$ cat src/hdl/xcvr_flags_regs.vh
// constants for the transceiver status flag block
`ifndef XCVR_FLAGS_REGS_VH
`define XCVR_FLAGS_REGS_VH
// register byte offsets
`define OFS_STATUS     4'h0
`define OFS_IRQ_STATUS 4'h4
`define OFS_IRQ_MASK   4'h8
`define OFS_CTRL       4'hC
// operating mode codes
`define MODE_NORMAL    3'h0
`define MODE_SILENT    3'h1
`define MODE_STANDBY   3'h2
`define MODE_GTS       3'h3
`define MODE_SLEEP     3'h4
// reset values
`define CTRL_RST       3'h2
`define MASK_RST       5'h00
// status bit positions
`define ST_PWR         0
`define ST_WRQ         1
`define ST_SRC_VALID   2
`define ST_SRC_LOCAL   3
`define ST_UV_CORE     4
`define ST_UV_IO       5
`define ST_MODE_LSB    8
// interrupt bit positions
`define IRQ_PWR        0
`define IRQ_WRQ        1
`define IRQ_UV_CORE    2
`define IRQ_UV_IO      3
`define IRQ_GTS_BLOCK  4
`define IRQ_W          5
// timing
`define CLK_MHZ        250
`define UV_FILTER_MS   159
`define UV_FILTER_CYC  (`UV_FILTER_MS * 1000 * `CLK_MHZ)
`define TXD_EDGES_CLR  3'h4
`endif

$ cat src/hdl/xcvr_flags.v
// status flag and indicator logic of a can transceiver
`timescale 1ns/1ns
//
// Functional notes
// RULE_01: receive output also shows pending wake request
// RULE_02: all fault conditions ored onto fault output
// RULE_03: power-up flag set at battery power-up/return
// RULE_04: power-up flag cleared entering normal mode
// RULE_05: wake request on bus, local, power-up
// RULE_06: wake request set only in low-power modes
// RULE_07: wake drives fault and receive outputs low
// RULE_08: wake request cleared by normal or undervoltage
// RULE_09: wake request restarts undervoltage filter timers
// RULE_10: normal mode shows local wake as low
// RULE_11: normal mode shows bus wake as high
// RULE_12: wake source cleared by edges, exit, undervoltage
// RULE_13: power-up sets wake source to local
// RULE_14: undervoltage flags cleared on return or wake
// RULE_15: go-to-sleep blocked while wake request set
// RULE_16: wake source keeps the first source only
// RULE_17: undervoltage flag only after filter time
// RULE_18: power-up flag shown low entering silent
`include "xcvr_flags_regs.vh"

module xcvr_flags
#(
  parameter UV_FILTER_CYCLES = `UV_FILTER_CYC
)
(
  input  wire        core_clk,
  input  wire        srst,
  input  wire [3:0]  avs_address,
  input  wire        avs_read,
  input  wire        avs_write,
  input  wire [31:0] avs_writedata,
  output reg  [31:0] avs_readdata,
  output wire        avs_waitrequest,
  output wire        irq,
  input  wire        battery_supply,
  input  wire        core_supply_ok,
  input  wire        io_supply_ok,
  input  wire        bus_wake_event,
  input  wire        local_wake_event,
  input  wire        txd,
  input  wire        bus_rxd,
  input  wire        other_fault,
  output reg         fault_indicator_n,
  output reg         rxd_out,
  output wire [2:0]  mode
);

  // low-power modes: standby, go-to-sleep, sleep
  function is_low_power;
    input [2:0] m;
    begin
      is_low_power = (m == `MODE_STANDBY) || (m == `MODE_GTS) ||
                     (m == `MODE_SLEEP);
    end
  endfunction

  // pin synchroniser, two stages; stage one is read by stage two only
  reg  [7:0] sync1_reg;        // first stage
  reg  [7:0] sync2_reg;        // second stage, safe to use
  reg  [7:0] prev_reg;         // previous second-stage values, for edges
  wire [7:0] pins_in;          // raw pins
  assign pins_in = {other_fault, bus_rxd, txd, local_wake_event,
                    bus_wake_event, io_supply_ok, core_supply_ok,
                    battery_supply};
  always @(posedge core_clk)
  begin
    if (srst)
    begin
      sync1_reg <= 8'h00;
      sync2_reg <= 8'h00;
      prev_reg  <= 8'h00;
    end
    else
    begin
      sync1_reg <= pins_in;
      sync2_reg <= sync1_reg;
      prev_reg  <= sync2_reg;
    end
  end

  wire battery_supply_ok   = sync2_reg[0];
  wire vcc_ok    = sync2_reg[1];
  wire vio_ok    = sync2_reg[2];
  wire fault_any = sync2_reg[7];           // external faults
  // battery returns above its threshold
  wire battery_supply_rise = battery_supply_ok & ~prev_reg[0];
  // bus wake arrives as a rising level from the wake filter
  wire bus_wake  = sync2_reg[3] & ~prev_reg[3];
  // local wake is any state change of the wake input
  wire loc_wake  = sync2_reg[4] ^ prev_reg[4];
  // recessive to dominant on transmit input is high to low
  wire txd_fall  = ~sync2_reg[5] & prev_reg[5];

  // operating mode, requested by software
  reg  [2:0] mode_reg;
  reg  [2:0] mode_next;
  reg  [2:0] ctrl_reg;         // requested mode
  reg        gts_block;        // refused go-to-sleep request
  reg        wrq_flag_reg;     // wake_request_flag
  always @*
  begin
    mode_next = ctrl_reg;
    gts_block = 1'b0;
    if (battery_supply_rise)
      mode_next = `MODE_STANDBY;   // battery return restarts in standby
    else if (ctrl_reg == `MODE_GTS && mode_reg != `MODE_GTS &&
             wrq_flag_reg)
    begin
      mode_next = mode_reg;        // [RULE_15]
      gts_block = 1'b1;
    end
  end
  always @(posedge core_clk)
  begin
    if (srst)
      mode_reg <= `MODE_STANDBY;
    else
      mode_reg <= mode_next;
  end
  assign mode = mode_reg;

  wire enter_normal = (mode_next == `MODE_NORMAL) &&
                      (mode_reg != `MODE_NORMAL);
  wire leave_normal = (mode_next != `MODE_NORMAL) &&
                      (mode_reg == `MODE_NORMAL);
  wire enter_silent = (mode_next == `MODE_SILENT) &&
                      is_low_power(mode_reg);

  // wake events only count in low-power modes
  wire wake_set = (bus_wake | loc_wake) & is_low_power(mode_reg); // [RULE_06]

  // undervoltage filters for core and io supplies
  reg  [25:0] uv_cnt_reg [0:1];
  reg  [1:0]  uv_flag_reg;     // core_supply_undervolt_flag, io_...
  wire [1:0]  sup_ok = {vio_ok, vcc_ok};
  wire        wrq_set;
  wire [1:0]  uv_rise;
  genvar g;
  generate
    for (g = 0; g < 2; g = g + 1)
    begin : uv_filter
      // count while the supply stays low; restart on a wake request
      always @(posedge core_clk)
      begin
        if (srst || sup_ok[g] || wrq_set)
          uv_cnt_reg[g] <= 26'h0000000;        // [RULE_09]
        else if (uv_cnt_reg[g] != UV_FILTER_CYCLES[25:0])
          uv_cnt_reg[g] <= uv_cnt_reg[g] + 26'h0000001;
      end
      // flag after the full filter time; read back in the status word
      always @(posedge core_clk)
      begin
        if (srst || sup_ok[g] || wrq_set)
          uv_flag_reg[g] <= 1'b0;              // [RULE_14]
        else if (uv_cnt_reg[g] == UV_FILTER_CYCLES[25:0])
          uv_flag_reg[g] <= 1'b1;              // [RULE_17]
      end
      assign uv_rise[g] = ~sup_ok[g] & ~wrq_set & ~uv_flag_reg[g] &
                          (uv_cnt_reg[g] == UV_FILTER_CYCLES[25:0]);
    end
  endgenerate
  wire uv_event = |uv_rise;

  // wake request: set wins over clear
  assign wrq_set = wake_set | battery_supply_rise;        // [RULE_05]
  always @(posedge core_clk)
  begin
    if (srst || wrq_set)
      wrq_flag_reg <= 1'b1;                     // also initial power-up
    else if (enter_normal || uv_event)
      wrq_flag_reg <= 1'b0;                     // [RULE_08]
  end

  // power-up flag
  reg pwr_flag_reg;            // power_up_flag
  always @(posedge core_clk)
  begin
    if (srst || battery_supply_rise)
      pwr_flag_reg <= 1'b1;                     // [RULE_03]
    else if (enter_normal)
      pwr_flag_reg <= 1'b0;                     // [RULE_04]
  end

  // wake source: valid bit plus local/bus, first source kept
  reg       src_valid_reg;
  reg       src_local_reg;     // wake_source_flag, 1 = local
  reg [2:0] edge_cnt_reg;      // transmit edges seen in normal mode
  wire      in_normal = (mode_reg == `MODE_NORMAL);
  wire      edges_done = in_normal && txd_fall &&
                         (edge_cnt_reg == `TXD_EDGES_CLR - 3'h1);
  always @(posedge core_clk)
  begin
    if (srst || battery_supply_rise)
    begin
      src_valid_reg <= 1'b1;                    // [RULE_13]
      src_local_reg <= 1'b1;
    end
    else if (wake_set && !src_valid_reg)
    begin
      src_valid_reg <= 1'b1;                    // [RULE_16]
      src_local_reg <= loc_wake;
    end
    else if (edges_done || leave_normal || uv_event)
    begin
      src_valid_reg <= 1'b0;                    // [RULE_12]
      src_local_reg <= 1'b0;                    // no stale local source
    end
  end
  // count recessive to dominant edges only in normal mode
  always @(posedge core_clk)
  begin
    if (srst || !in_normal || edges_done)
      edge_cnt_reg <= 3'h0;
    else if (txd_fall)
      edge_cnt_reg <= edge_cnt_reg + 3'h1;
  end

  // silent-mode power-up indication, latched on entry
  reg silent_pwr_reg;
  always @(posedge core_clk)
  begin
    if (srst)
      silent_pwr_reg <= 1'b0;
    else if (enter_silent)
      silent_pwr_reg <= pwr_flag_reg;           // [RULE_18]
    else if (mode_reg != `MODE_SILENT)
      silent_pwr_reg <= 1'b0;
  end

  // indicator outputs, registered
  always @(posedge core_clk)
  begin
    if (srst)
    begin
      fault_indicator_n <= 1'b1;
      rxd_out           <= 1'b1;
    end
    else if (is_low_power(mode_reg))
    begin
      // both pins low while a wake is pending
      fault_indicator_n <= ~(fault_any | wrq_flag_reg); // [RULE_07]
      rxd_out           <= ~wrq_flag_reg;               // [RULE_01]
    end
    else if (in_normal)
    begin
      // local wake low, bus wake high, faults ored in
      fault_indicator_n <= ~(fault_any |        // [RULE_02]
        (src_valid_reg & src_local_reg)); // [RULE_10] [RULE_11]
      rxd_out           <= sync2_reg[6];
    end
    else
    begin
      fault_indicator_n <= ~(fault_any | silent_pwr_reg);
      rxd_out           <= sync2_reg[6];
    end
  end

  // interrupt events and sticky status, write one to clear
  wire [`IRQ_W-1:0] irq_evt;
  reg  [`IRQ_W-1:0] irq_stat_reg;
  reg  [`IRQ_W-1:0] irq_mask_reg;
  reg               ack_reg;       // bus answer cycle
  wire              wr_ack = avs_write & ack_reg;
  assign irq_evt = {gts_block, uv_rise, wrq_set, battery_supply_rise};
  generate
    for (g = 0; g < `IRQ_W; g = g + 1)
    begin : irq_bits
      // an event in the clearing cycle wins
      always @(posedge core_clk)
      begin
        if (srst)
          irq_stat_reg[g] <= 1'b0;
        else if (irq_evt[g])
          irq_stat_reg[g] <= 1'b1;
        else if (wr_ack && avs_address[3:2] == `OFS_IRQ_STATUS >> 2 &&
                 avs_writedata[g])
          irq_stat_reg[g] <= 1'b0;
      end
    end
  endgenerate
  assign irq = |(irq_stat_reg & irq_mask_reg);

  // avalon slave: one wait cycle, answer on the second edge
  assign avs_waitrequest = (avs_read | avs_write) & ~ack_reg;
  always @(posedge core_clk)
  begin
    if (srst)
      ack_reg <= 1'b0;
    else
      ack_reg <= (avs_read | avs_write) & ~ack_reg;
  end

  // writable registers
  always @(posedge core_clk)
  begin
    if (srst)
    begin
      ctrl_reg     <= `CTRL_RST;
      irq_mask_reg <= `MASK_RST;
    end
    else
    begin
      if (wr_ack && avs_address[3:2] == 2'h2)
        irq_mask_reg <= avs_writedata[`IRQ_W-1:0];
      // a battery return must not fall back to the old requested mode
      if (battery_supply_rise)
        ctrl_reg <= `MODE_STANDBY;
      else if (wr_ack && avs_address[3:2] == 2'h3)
        ctrl_reg <= avs_writedata[2:0];
    end
  end

  // read data sampled in the wait cycle, stands in the answer cycle
  wire [31:0] status_word = {21'h000000, mode_reg, 2'h0,
                             uv_flag_reg[1], uv_flag_reg[0],
                             src_local_reg, src_valid_reg,
                             wrq_flag_reg, pwr_flag_reg};
  always @(posedge core_clk)
  begin
    if (srst)
      avs_readdata <= 32'h00000000;
    else if (avs_read && !ack_reg)
    begin
      case (avs_address[3:2])
        2'h0:    avs_readdata <= status_word;
        2'h1:    avs_readdata <= {27'h0000000, irq_stat_reg};
        2'h2:    avs_readdata <= {27'h0000000, irq_mask_reg};
        2'h3:    avs_readdata <= {29'h00000000, ctrl_reg};
        default: avs_readdata <= 32'h00000000;
      endcase
    end
  end

endmodule // xcvr_flags

$ cat config.mk
export PLATFORM = sky130hd
export DESIGN_NAME = xcvr_flags
export DESIGN_NICKNAME = d
export VERILOG_FILES = /design/src/hdl/xcvr_flags.v
export VERILOG_INCLUDE_DIRS = /design/src /design/src/hdl
export SDC_FILE = /design/constraint.sdc
export NUM_CORES = 1
export LEC_CHECK = 0
export BUFFER_PORTS_ARGS = -buffer_cell sky130_fd_sc_hd__buf_4
export CORE_AREA = 3 3 154 96
export CTS_CLUSTER_DIAMETER = 200
export DETAILED_ROUTE_END_ITERATION = 10
export DIE_AREA = 0 0 157 99
export GPL_TIMING_DRIVEN = 1
export PLACE_DENSITY = 0.56
export SETUP_SLACK_MARGIN = 0.05
export SLEW_MARGIN = 20
export SYNTH_ARGS = -nofsm -noshare
export SYNTH_HDL_FRONTEND = slang
export SYNTH_SLANG_ARGS = --single-unit
$ cat constraint.sdc
create_clock -name core_clk -period 3.55 [get_ports core_clk]
set_input_delay 0.1775 -clock core_clk [delete_from_list [all_inputs] [get_ports core_clk]]
set_output_delay 0.1775 -clock core_clk [all_outputs]
set_load 0.02 [all_outputs]
==> Word-level counts from Yosys, hierarchy flattened <==
Memories as Yosys holds them, arrays and structs flattened.
Cells that the tools add are included.
{ "op_classes": {"add_sub_neg": 3, "eq_ne": 15, "mux": 34, "bitwise": 36, "reduce_logical": 49} }
{ "op_table": {"columns": ["operator", "count"], "rows": [
  ["one-hot mux 32 bit (4 select lines)", 1],
  ["adder 26 x 1 -> 26 bit, second input constant", 2],
  ["== test 26 bit, second input constant", 2],
  ["two-way mux 26 bit", 2],
  ["!= test 26 bit, second input constant", 2],
  ["two-way mux 1 bit", 29],
  ["logical AND 1 bit", 17],
  ["nonzero test 2 bit", 7],
  ["bitwise AND 1 bit", 13],
  ["logical OR 1 bit", 13],
  ["inverter 1 bit", 13],
  ["== test 3 x 2 -> 1 bit, second input constant", 4],
  ["bitwise OR 1 bit", 8],
  ["logical NOT 3 bit", 2],
  ["two-way mux 3 bit", 2],
  ["nonzero test 3 bit", 2],
  ["OR reduction 2 bit", 3],
  ["bitwise AND 5 bit", 1],
  ["OR reduction 5 bit", 1],
  ["== test 2 bit, second input constant", 2],
  ["adder 3 x 1 -> 3 bit, second input constant", 1],
  ["== test 3 x 1 -> 1 bit, second input constant", 1],
  ["== test 3 bit, second input constant", 1],
  ["logical NOT 1 bit", 3],
  ["other kinds (5)", 5]
]} }
{ "totals": {"ff_bits": 83, "mem_bits_rw": 52, "memories": 1} }
{ "mem_list": {"columns": ["name", "depth", "width", "read_ports", "rd_ports_with_merged_regs", "wr", "line", "rtl"], "rows": [
  ["uv_cnt_reg", 2, 26, 2, 0, 2, "xcvr_flags.v:137", "reg [25:0] uv_cnt_reg [0:1];"]
]} }

==> Depth between registers and ports, before layout <==
Gate-level depths: netlist (run 1).
{ "logic_depth": {"word_depth": 13, "depth_mapped": 9, "ltp_nobuf": 7} }

==> Least setup slack after synthesis (run 1) <==
OpenSTA, ideal clock, no wires.
{ "synth_path": {"kind": "register to register", "from": "memory uv_cnt_reg[1][10]", "to": "memory uv_cnt_reg[1][0], enable pin", "setup_ns": 0.438, "arrival_time_ns": 2.109, "required_time_ns": 3.112, "slack_ns": 1.002, "path_stages_with_launch": 5, "path_buffers": 0, "period_less_slack_ns": 2.548, "cell_sequence": "edfxtp_1 or4b_1 or4_4 nor3_2 nand2_1"} }
{ "synth_lines": {"columns": ["element", "line"], "rows": [
  ["from (decl)", "xcvr_flags.v:137"]
]} }

==> run_results.csv, run 1 <==
group,metric,value,unit
critical_path,crit_type,"flip-flop to flip-flop",
drt,wire_per_inst,14.80,um
clock_network,path_clk_slew,80,ps
clock_network,insertion_delay,350,ps
clock_network,clk_path_buf_depth,2,
critical_path,critical_path.slowest_cell,"or4b_1",
clock_network,cts_buffers,9,
clock_network,cts_setup_buffers,0,
clock_network,cts.repair.resized,0,
power_and_ir_drop,ir_drop,194.5,uV
clock_network,cts_tree,"built",
timing,grt_setup_unrepaired,"false",
yosys,ys_warn_count,0,
final_layout,nets,627,
global_route,antenna_found_initial,0,
timing,tightestPinTransition,704.1,ps
timing,hold_viol_final,0,
yosys,postSynth.asyncResetShare,0,
critical_path,path_cells,"or4b_1 -> or4_4 -> nor3_2 -> or3_1 -> buf_4 -> nor2_1",
critical_path,endpoint_kind,"flip-flop",
yosys,syn_avg_cell_area,9.786,um^2
power_and_ir_drop,p_per_area,413.3,mW/mm^2
timing,skew,11.18,ps
hold_path,hold_class,"input port to flip-flop",
critical_path,worst_ep_arrival_time,2860,ps
global_route,grt_use_total,0.1464,
critical_path,cpPeakStageDelay,530,ps
timing,slew_viol_final,0,
drt,drc,0,
yosys,synth_flop_cell,"dfxtp_1",
yosys,synth_edf_count,52,
drt,drtIter0Drc,314,
global_route,grt_pass1_wl,18050,um
final_layout,largest_reg_flops,52,
power_and_ir_drop,power.leakage,0.002257,uW
timing,fin_crit_sh,0.7813,
critical_path,crit_path_start_kind,"flip-flop",
timing,slew_headroom,0.5267,
yosys,netlist_instances,548,
clock_network,clockRootBuffer,"clkbuf_16",
yosys,netlist_area,0.005363,mm^2
yosys,ys_ff_latch,110,
drt,first_pass_iters,5,
final_layout,num_antenna_cells,0,
yosys,ys_seq_area_frac,0.5077,
timing,setup_tns,0,ps
yosys,synth_cell_type_count,55,
critical_path,crit_fanout,16,
flow_run,maxCapViolCount,0,
placement,place_area,0.005664,mm^2
drt,num_vias,3829,
global_route,grt_pass1_vias,3442,
floorplanning,start_util,0.3972,
clock_network,htree_levels,3,
floorplanning,num_io_pins,87,
timing,finalSetupViolCount,0,
floorplanning,fp.dieArea,0.01554,mm^2
run_status,status,"finished clean",
clock_network,cts_hold_buf,0,
placement,globalplace.congestion,0.8613,
critical_path,cp.required,3640,ps
drt,wl,11150,um
final_layout,syn_to_final_growth,10.76,%
drt,ant_nets,0,
floorplanning,row_count,33,
floorplanning,die_h,99,um
floorplanning,die-width,157,um
placement,io_buffers,34,
timing,max_freq,360.6,MHz
global_route,grt_max_degree,47,
floorplanning,core,0.01350,mm^2
final_layout,layout-drive-gt1-share,0.1073,
placement,dp_hpwl,8135,um
final_layout,design_area,0.005939,mm^2
drt,viasPerCell,5.085,
global_route,grt.overflow.total,0,
critical_path,reg2reg_slack,780,ps
timing,timing.final.crit_period,2774,ps
clock_network,clkSinkCount,110,
[power by group]
part,switching [uW],total [uW],internal (uW)
Sequential,18.1,1360,1340
Combinational,102,156,54.5
Clock,459,939,480
Total,579,2450,1880
[worst max-delay path, delay by kind of cell (launching register included)]
family,cells,cell delay (ps)
flops,1,470
buf+inv,1,290
simple gates,5,1750
[synthesized netlist by cell type (4+ instances only)]
library cell	count	area, um^2
nor2_1	98	367.9
dfxtp_1	58	1161
edfxtp_1	52	1562
nand2_1	34	127.6
xor2_1	29	254.0
buf_4	27	202.7
nor2b_1	26	162.7
nand3_1	25	125.1
xnor2_1	18	157.7
clkbuf_1	16	60.06
nand4_1	16	100.1
mux2i_1	13	130.1
inv_1	11	41.29
nor3_1	10	50.05
a21oi_1	9	45.04
and3_1	9	56.30
o21ai_0	9	45.04
or3_1	8	50.05
a22oi_1	7	52.55
ha_1	6	75.07
nor4_1	6	37.54
nand2b_1	4	25.02
[layer usage]
layer / global-route usage / vias to the layer above / wire (um)
met2: 0.1749 / 103 / 3914
met3: 0.04695 / 9 / 746
met5: 0 / - / 0
met1: 0.2443 / 1789 / 6409
li1: - / 1928 / -
met4: 0.03295 / 0 / 74
[layout by cell type, fill, tap and decap left out, drive strengths merged, types with 13 or more instances in the layout]
| master | count |
|---|---|
| nand3 | 25 |
| nand2 | 34 |
| nor2 | 98 |
| nor2b | 26 |
| nand4 | 16 |
| xor2 | 29 |
| mux2i | 13 |
| conb | 23 |
| xnor2 | 18 |
| edfxtp | 52 |
| buf | 39 |
| dfxtp | 58 |
[logic make-up after synthesis]
group / count (synthesis) / synth area share
mux: 13 / 0.02426
fa+ha+maj: 6 / 0.01400
buf+inv: 58 / 0.06230
compound gates: 46 / 0.05740
xor+xnor: 47 / 0.07676
flops: 110 / 0.5077
other cells: 1 / 0.0006993
simple gates: 267 / 0.2569
[final timing paths]
check	endpoint	depth (start not counted)	from
max	uv_cnt_reg[1][20]$_SDFFCE_PN0P_	6	uv_cnt_reg[1][10]$_SDFFCE_PN0P_
min	sync1_reg[3]$_SDFF_PP0_	2	bus_wake_event
max reg2reg	uv_cnt_reg[1][20]$_SDFFCE_PN0P_	6	uv_cnt_reg[1][10]$_SDFFCE_PN0P_
min reg2reg	fault_indicator_n$_SDFF_PP1_	1	sync2_reg[7]$_SDFF_PP0_
[per-stage QoR]
stage | hold WS (ps) | instances | util | power [uW] | setup slack, ps
final | 37.22 | 753 | 0.4399 | 2455 | 776.5
after global routing | 27.26 | 753 | 0.4399 | 2563 | 591.7
after CTS | 27.19 | 753 | 0.4399 | 2485 | 744.6
after detailed placement | 391.7 | 737 | 0.4195 | 1545 | 782.4
after global placement | 387.8 | 737 | 0.4195 | 1543 | 802.0
after floorplan | 302.6 | 570 | - | 1514 | 1002
[cell type report]
class | count | area (um^2)
Clock buffer | 10 | 229.0
Clock inverter | 6 | 46.29
Fill cell | 1311 | 7562
Inverter | 11 | 41.29
Multi-Input combinational cell | 402 | 2389
Sequential cell | 110 | 2723
Tap cell | 175 | 219.0
Timing Repair Buffer | 39 | 292.8
Power figures use the tool's default switching activity.
==> run 2: changes to the inputs <==
--- a/config.mk
+++ b/config.mk
@@ -6,11 +6,12 @@
 export SDC_FILE = /design/constraint.sdc
 export NUM_CORES = 1
 export LEC_CHECK = 0
+export ABC_AREA = 1
 export BUFFER_PORTS_ARGS = -buffer_cell sky130_fd_sc_hd__buf_4
-export CORE_AREA = 3 3 154 96
+export CORE_AREA = 3 3 163 102
 export CTS_CLUSTER_DIAMETER = 200
 export DETAILED_ROUTE_END_ITERATION = 10
-export DIE_AREA = 0 0 157 99
+export DIE_AREA = 0 0 166 105
 export GPL_TIMING_DRIVEN = 1
 export PLACE_DENSITY = 0.56
 export SETUP_SLACK_MARGIN = 0.05
==> constraint.sdc (replaced) <==
create_clock -name core_clk -period 2.8 [get_ports core_clk]
set_input_delay 0.14 -clock core_clk [delete_from_list [all_inputs] [get_ports core_clk]]
set_output_delay 0.14 -clock core_clk [all_outputs]
set_load 0.02 [all_outputs]
==> run 2 against run 1 <==
Net effect: clock-buffer cell count decreased by 1; sequential power increased by 26%; utilization increased by 0.71 points; power increased by 32%; hold slack got worse by 31 ps; critical endpoint is now uv_cnt_reg[0][20]$_SDFFCE_PN0P_; largest cell class unchanged.
==> run_results.csv, run 2 <==
group,metric,value,unit
run_status,status,"finished clean",
power_and_ir_drop,power_frac_clock,0.390,
critical_path,reg2reg_depth,10,
yosys,ys_warn_count,0,
yosys,synth_top_cell_by_area,"edfxtp_1",
floorplanning,start_util,0.3983,
clock_network,htree_levels,3,
power_and_ir_drop,seqPwrFrac,0.533,
drt,viasPerCell,4.718,
floorplanning,num_io_pins,87,
timing,slew_headroom,0.6138,
yosys,synthTopCellsByCount,"nand2_1 (167), inv_1 (121), nor2_1 (119)",
drt,wl_met1,7442,um
clock_network,clkSinkCount,110,
critical_path,path_cells,"inv_1 -> ha_1 -> nor3b_1 -> nand2_1 -> nor2_1 -> nand2_1 -> nand3_4 -> clkinv_4 -> o21ai_1 -> nor2_1",
floorplanning,die_h,105,um
critical_path,endpoint_kind,"flip-flop",
drt,drc,0,
timing,setup_tns,0,ps
drt,ant_nets,0,
clock_network,cts_tree,"built",
power_and_ir_drop,power.leakage,0.002866,uW
power_and_ir_drop,internal_power,2410,uW
critical_path,crit_fanout,18,
floorplanning,row_count,35,
power_and_ir_drop,ir_drop,260.5,uV
placement,io_buffers,34,
yosys,netlist_instances,781,
timing,hold_viol_final,0,
final_layout,nets,879,
critical_path,crit_type,"flip-flop to flip-flop",
power_and_ir_drop,p_per_area,476.2,mW/mm^2
yosys,synth_cell_type_count,42,
yosys,synthTopCellsByArea,"edfxtp_1 (26%), dfxtp_1 (19%), nand2_1 (10%)",
drt,num_vias,4874,
power_and_ir_drop,switching_power,825.2,uW
critical_path,worst_ep_arrival_time,2190,ps
critical_path,rr_startpoint,"uv_cnt_reg[0][0]$_SDFFCE_PN0P_",
final_layout,num_antenna_cells,0,
drt,first_pass_iters,5,
drt,highest_layer,"met4",
timing,max_freq,481.3,MHz
flow_run,maxCapViolCount,0,
clock_network,path_clk_slew,80,ps
critical_path,cp.required,2910,ps
critical_path,cpPeakStageDelay,450,ps
timing,timing.final.crit_period,2078,ps
yosys,synth_edf_count,52,
global_route,grt_use_total,0.1565,
floorplanning,fp.dieArea,0.01743,mm^2
yosys,ys_ff_latch,110,
global_route,antenna_found_initial,0,
clock_network,cts_setup_buffers,0,
yosys,syn_avg_cell_area,7.749,um^2
drt,dr_wl_met2,5106,um
critical_path,reg2reg_slack,720,ps
drt,drtIter0Drc,429,
clock_network,clockRootBuffer,"clkbuf_16",
yosys,synth_top_area_share,0.2580,
final_layout,final_common_cell,"nand2_1",
yosys,netlist_area,0.006052,mm^2
drt,wl,13280,um
global_route,grt_pass1_wl,22650,um
final_layout,largest_reg_flops,52,
timing,fin_crit_sh,0.7420,
hold_path,worstHoldEndpoint,"sync1_reg[5]$_SDFF_PP0_",
yosys,yosysMostFrequentCell,"nand2_1",
critical_path,rr_endpoint,"uv_cnt_reg[0][20]$_SDFFCE_PN0P_",
global_route,grt_max_degree,34,
yosys,synth_flop_cell,"dfxtp_1",
floorplanning,die-width,166,um
yosys,ys_seq_area_frac,0.4499,
clock_network,cts.repair.resized,0,
clock_network,insertion_delay,350,ps
drt,wire_per_inst,12.85,um
hold_path,hold_class,"input port to flip-flop",
timing,skew,11.89,ps
power_and_ir_drop,comb_power_share,0.077,
critical_path,crit_family,"simple AND/OR/NAND/NOR gates",
yosys,postSynth.asyncResetShare,0,
global_route,grt_pass1_vias,4569,
timing,grt_setup_unrepaired,"false",
critical_path,critical_path.slowest_cell,"edfxtp_1",
global_route,grt.overflow.total,0,
hold_path,hold_depth,3,
clock_network,cts_buffers,9,
timing,slew_viol_final,0,
final_layout,syn_to_final_growth,12.24,%
placement,globalplace.congestion,0.8888,
floorplanning,core,0.01520,mm^2
critical_path,crit_path_start_kind,"flip-flop",
hold_path,min_from,"txd",
final_layout,mostFrequentLayoutCells,"nand2_1 (167), inv_1 (121), nor2_1 (119), dfxtp_1 (58), edfxtp_1 (52)",
final_layout,final_util,0.4470,
power_and_ir_drop,switching_share,0.2551,
timing,tightestPinTransition,577.2,ps
clock_network,clk_path_buf_depth,2,
timing,finalSetupViolCount,0,
critical_path,crit_buf_inv,2,
placement,dp_hpwl,10260,um
drt,dr_wl_met3,652,um
final_layout,layout-drive-gt1-share,0.1277,
-- run 2: changes by cell type after synthesis, moves of 9 or more --
cell	change
a21oi_1	+15
and3_1	-9
clkbuf_1	-12
inv_1	+110
mux2i_1	-13
nand2_1	+133
nand3_1	+16
nor2_1	+21
nor2_2	+14
nor2b_1	-26
xor2_1	-10
-- run 2: final cells by class --
| type | instances | area, um^2 |
|---|---|---|
| clock inverter | 7 | 62.56 |
| tap | 203 | 254.0 |
| clock buffer | 9 | 225.2 |
| fill | 1559 | 8403 |
| timing repair buffer | 45 | 355.3 |
| multi-input combinational | 531 | 2688 |
| inverter | 128 | 485.5 |
| sequential | 110 | 2723 |
-- run 2: per-layer routing --
metal,vias to the layer above,track usage
met4,0,0.03264
met1,2228,0.2480
met3,6,0.03554
met2,111,0.2139
met5,-,0
li1,2529,-
-- run 2: kinds of logic after synthesis --
logic type                 share of synthesized area
adders and majority gates                    0.01240
and+or+nand+nor                               0.3194
AOI/OAI and AO/OA                            0.05603
xor gates and xnor gates                     0.04197
other                                      0.0006196
DFF                                           0.4499
buffers and inverters                         0.1197
-- run 2: worst max-delay path by stage --
| stage | to | from | depth (start not counted) |
|---|---|---|---|
| finish | uv_cnt_reg[0][20]$_SDFFCE_PN0P_ | uv_cnt_reg[0][0]$_SDFFCE_PN0P_ | 10 |
| global route | uv_cnt_reg[0][24]$_SDFFCE_PN0P_ | uv_cnt_reg[0][0]$_SDFFCE_PN0P_ | 10 |
| CTS | uv_cnt_reg[0][20]$_SDFFCE_PN0P_ | uv_cnt_reg[0][0]$_SDFFCE_PN0P_ | 10 |
| detailed placement | uv_cnt_reg[0][20]$_SDFFCE_PN0P_ | uv_cnt_reg[0][0]$_SDFFCE_PN0P_ | 10 |
| global placement | uv_cnt_reg[0][19]$_SDFFCE_PN0P_ | uv_cnt_reg[0][0]$_SDFFCE_PN0P_ | 10 |
| floorplan | uv_cnt_reg[0][0]$_SDFFCE_PN0P_ | uv_cnt_reg[0][0]$_SDFFCE_PN0P_ | 5 |
-- run 2: what timing repair did --
action,CTS,global route
setup endpoints to repair,0,0
hold buffers,7,0
endpoints found under the hold margin,7,0
-- run 2: tightest hold or removal path: cells and delay by family --
kind	cells	cell delay (ps)
buffers and inverters	2	100
and+or+nand+nor	1	70
-- run 2: power by group through the flow --
| stage | Sequential (uW) | Combinational [uW] | Clock [uW] |
|---|---|---|---|
| floorplan | 1770 | 183 | 0 |
| CTS | 1720 | 249 | 1310 |
| global placement | 1760 | 236 | 0 |
| finish | 1720 | 248 | 1260 |
| detailed placement | 1760 | 240 | 0 |
| global route | 1730 | 275 | 1380 |
-- run 2: per-stage QoR --
stage	area [um^2]	std cells	hold slack (ps)	worst slack, ps	total power (uW)
global placement	6435	1010	340.0	765.1	1997
detailed placement	6435	1010	347.4	712.3	2002
global route	6793	1033	5.542	535.7	3379
finish	6793	1033	6.512	722.5	3235
floorplan	6135	803	247.0	588.6	1949
CTS	6793	1033	2.928	695.6	3283
==> run 3: changes to the inputs <==
--- a/config.mk
+++ b/config.mk
@@ -13,7 +13,7 @@
 export DETAILED_ROUTE_END_ITERATION = 10
 export DIE_AREA = 0 0 166 105
 export GPL_TIMING_DRIVEN = 1
-export PLACE_DENSITY = 0.56
+export PLACE_DENSITY = 0.58
 export SETUP_SLACK_MARGIN = 0.05
 export SLEW_MARGIN = 20
 export SYNTH_ARGS = -nofsm -noshare
==> constraint.sdc (replaced) <==
create_clock -name core_clk -period 1.8 [get_ports core_clk]
set_input_delay 0.09 -clock core_clk [delete_from_list [all_inputs] [get_ports core_clk]]
set_output_delay 0.09 -clock core_clk [all_outputs]
set_load 0.02 [all_outputs]
==> run 3 against run 2 <==
Net effect: utilization increased by 6.4 points; clock-buffer cell count rose by 1; global-route usage is 0.43 points higher; the run now ends with setup timing left; design area is 14% higher; sequential cell count is the same; fmax grew 14%; critical endpoint is now uv_cnt_reg[1][7]$_SDFFCE_PN0P_.
==> run_results.csv, run 3 (synthesized netlist as in run 2, its figures left out) <==
group,metric,value,unit
timing,finalSetupViolCount,9,
power_and_ir_drop,p_per_area,662.8,mW/mm^2
hold_path,hold_class,"input port to flip-flop",
critical_path,crit_family,"simple AND/OR/NAND/NOR gates",
global_route,grt_use_total,0.1608,
timing,skew,10.61,ps
clock_network,path_clk_slew,80,ps
global_route,grt_max_degree,27,
drt,wire_per_inst,13.18,um
drt,highest_layer,"met4",
drt,viasPerCell,4.673,
drt,num_vias,5168,
timing,fin_crit_sh,1.011,
drt,drtIter0Drc,407,
power_and_ir_drop,seqPwrFrac,0.521,
floorplanning,fp.dieArea,0.01743,mm^2
critical_path,cpPeakStageDelay,510,ps
final_layout,nets,952,
floorplanning,core,0.01520,mm^2
critical_path,crit_buf_inv,2,
clock_network,cts_tree,"built",
drt,ant_nets,0,
final_layout,fillCellCount,1447,
flow_run,maxCapViolCount,0,
drt,drc,0,
drt,wl_met1,8186,um
drt,wl,14580,um
power_and_ir_drop,ir_drop,433.3,uV
clock_network,clkSinkCount,110,
floorplanning,row_count,35,
final_layout,final_util,0.5115,
critical_path,crit_type,"flip-flop to flip-flop",
timing,hold_viol_final,0,
power_and_ir_drop,power_frac_clock,0.377,
critical_path,worst_ep_arrival_time,1940,ps
critical_path,crit_path_start_kind,"flip-flop",
timing,postLayoutSetupSlackWorst,-19.58,ps
timing,slew_headroom,0.6267,
clock_network,insertion_delay,350,ps
critical_path,path_cells,"inv_2 -> nand2_1 -> nor2_1 -> nand2_1 -> nor2_2 -> nand2_2 -> nand3_4 -> clkbuf_16 -> nor2_2",
power_and_ir_drop,internal_power,3829,uW
timing,timing.final.crit_period,1820,ps
drt,dr_wl_met3,923,um
floorplanning,die-width,166,um
drt,dr_wl_met2,5370,um
critical_path,endpoint_kind,"flip-flop",
final_layout,num_antenna_cells,0,
global_route,antenna_found_initial,0,
clock_network,htree_levels,3,
power_and_ir_drop,switching_share,0.2568,
timing,max_freq,549.6,MHz
placement,globalplace.congestion,0.8697,
timing,tightestPinTransition,557.8,ps
global_route,grt.overflow.total,0,
critical_path,critical_path.slowest_cell,"edfxtp_1",
critical_path,cp.required,1920,ps
clock_network,cts_buffers,9,
final_layout,syn_to_final_growth,28.43,%
floorplanning,num_io_pins,87,
placement,io_buffers,34,
final_layout,fin_cells,1106,
placement,dp_hpwl,10460,um
hold_path,min_from,"avs_write",
floorplanning,die_h,105,um
final_layout,largest_reg_flops,52,
placement,dp_cells,1046,
clock_network,clockRootBuffer,"clkbuf_16",
power_and_ir_drop,switching_power,1323,uW
run_status,status,"finished, violations left",
run_status,violations,"setup timing",
power_and_ir_drop,power.leakage,0.003361,uW
global_route,grt_pass1_vias,4503,
timing,grt_setup_unrepaired,"true",
timing,slew_viol_final,0,
clock_network,clk_path_buf_depth,2,
critical_path,crit_fanout,8,
final_layout,final_common_cell,"nand2_1",
final_layout,layout-drive-gt1-share,0.2724,
floorplanning,start_util,0.3983,
critical_path,rr_startpoint,"uv_cnt_reg[1][9]$_SDFFCE_PN0P_",
final_layout,mostFrequentLayoutCells,"nand2_1 (158), inv_1 (114), buf_4 (96), nor2_1 (95), dfxtp_1 (55)",
critical_path,crit_start,"uv_cnt_reg[1][9]$_SDFFCE_PN0P_",
global_route,grt_pass1_wl,23070,um
power_and_ir_drop,comb_power_share,0.102,
drt,first_pass_iters,5,
## run 3: layout make-up
| class | count | area (um^2) | area share |
|---|---|---|---|
| well taps | 203 | 254.0 | 0.03268 |
| repair buffers | 117 | 998.5 | 0.1285 |
| clock inverters | 6 | 55.05 | 0.007083 |
| clock buffers | 10 | 229.0 | 0.02946 |
| flip-flops and latches | 110 | 2729 | 0.3511 |
| multi-input cells | 531 | 3008 | 0.3870 |
| repair inverters | 1 | 6.256 | 0.0008049 |
| inverters | 128 | 493.0 | 0.06343 |
## run 3: per-stage QoR
step | area [um^2] | hold slack (ps) | setup TNS [ps] | setup WS, ps | power [uW]
2_1_floorplan | 6146 | 197.0 | -19740 | -411.4 | 3035
3_3_place_gp | 6741 | 297.3 | 0 | 42.57 | 3151
3_5_place_dp | 6741 | 296.8 | -23.37 | -10.33 | 3153
4_1_cts | 7192 | 11.93 | 0 | 23.94 | 5125
5_1_grt | 7772 | 20.24 | -3866 | -89.83 | 5367
6_report | 7772 | 10.47 | -107.0 | -19.58 | 5151
## run 3: routing by layer
layer,vias up,GRT usage
met2,138,0.1984
met3,9,0.03403
met4,0,0.03383
li1,2674,-
met5,-,0
met1,2347,0.2731
## run 3: worst reg2reg max path, delay by kind of cell, from the launching register on
family	cells	cell delay (ps)
and+or+nand+nor	7	730
buffers and inverters	2	330
DFF	1	510
## run 3: worst paths after layout
path                                                        to  slack, ps  depth (start not counted)
worst max-delay path            uv_cnt_reg[1][7]$_SDFFCE_PN0P_        -20                          9
worst min-delay path                        ack_reg$_SDFF_PP0_         10                          3
worst max register to register  uv_cnt_reg[1][7]$_SDFFCE_PN0P_        -20                          9
worst min register to register         sync2_reg[0]$_SDFF_PP0_        400                          2
## run 3: power by group through the flow
stage / Sequential, uW / Clock [uW] / Combinational, uW
6_report: 2680 / 1940 / 525
3_3_place_gp: 2740 / 0 / 412
3_5_place_dp: 2740 / 0 / 413
4_1_cts: 2680 / 2000 / 439
2_1_floorplan: 2750 / 0 / 288
5_1_grt: 2690 / 2100 / 572
## run 3: what timing repair did
| item | 4_1_cts | 5_1_grt |
|---|---|---|
| setup endpoints to repair | 87 | 109 |
| buffers inserted | 5 | 26 |
| endpoints found under the hold margin | 10 | 0 |
| pin swaps | 2 | 15 |
| cloned | 0 | 3 |
| resized for setup | 8 | 90 |
| hold buffers | 10 | 0 |
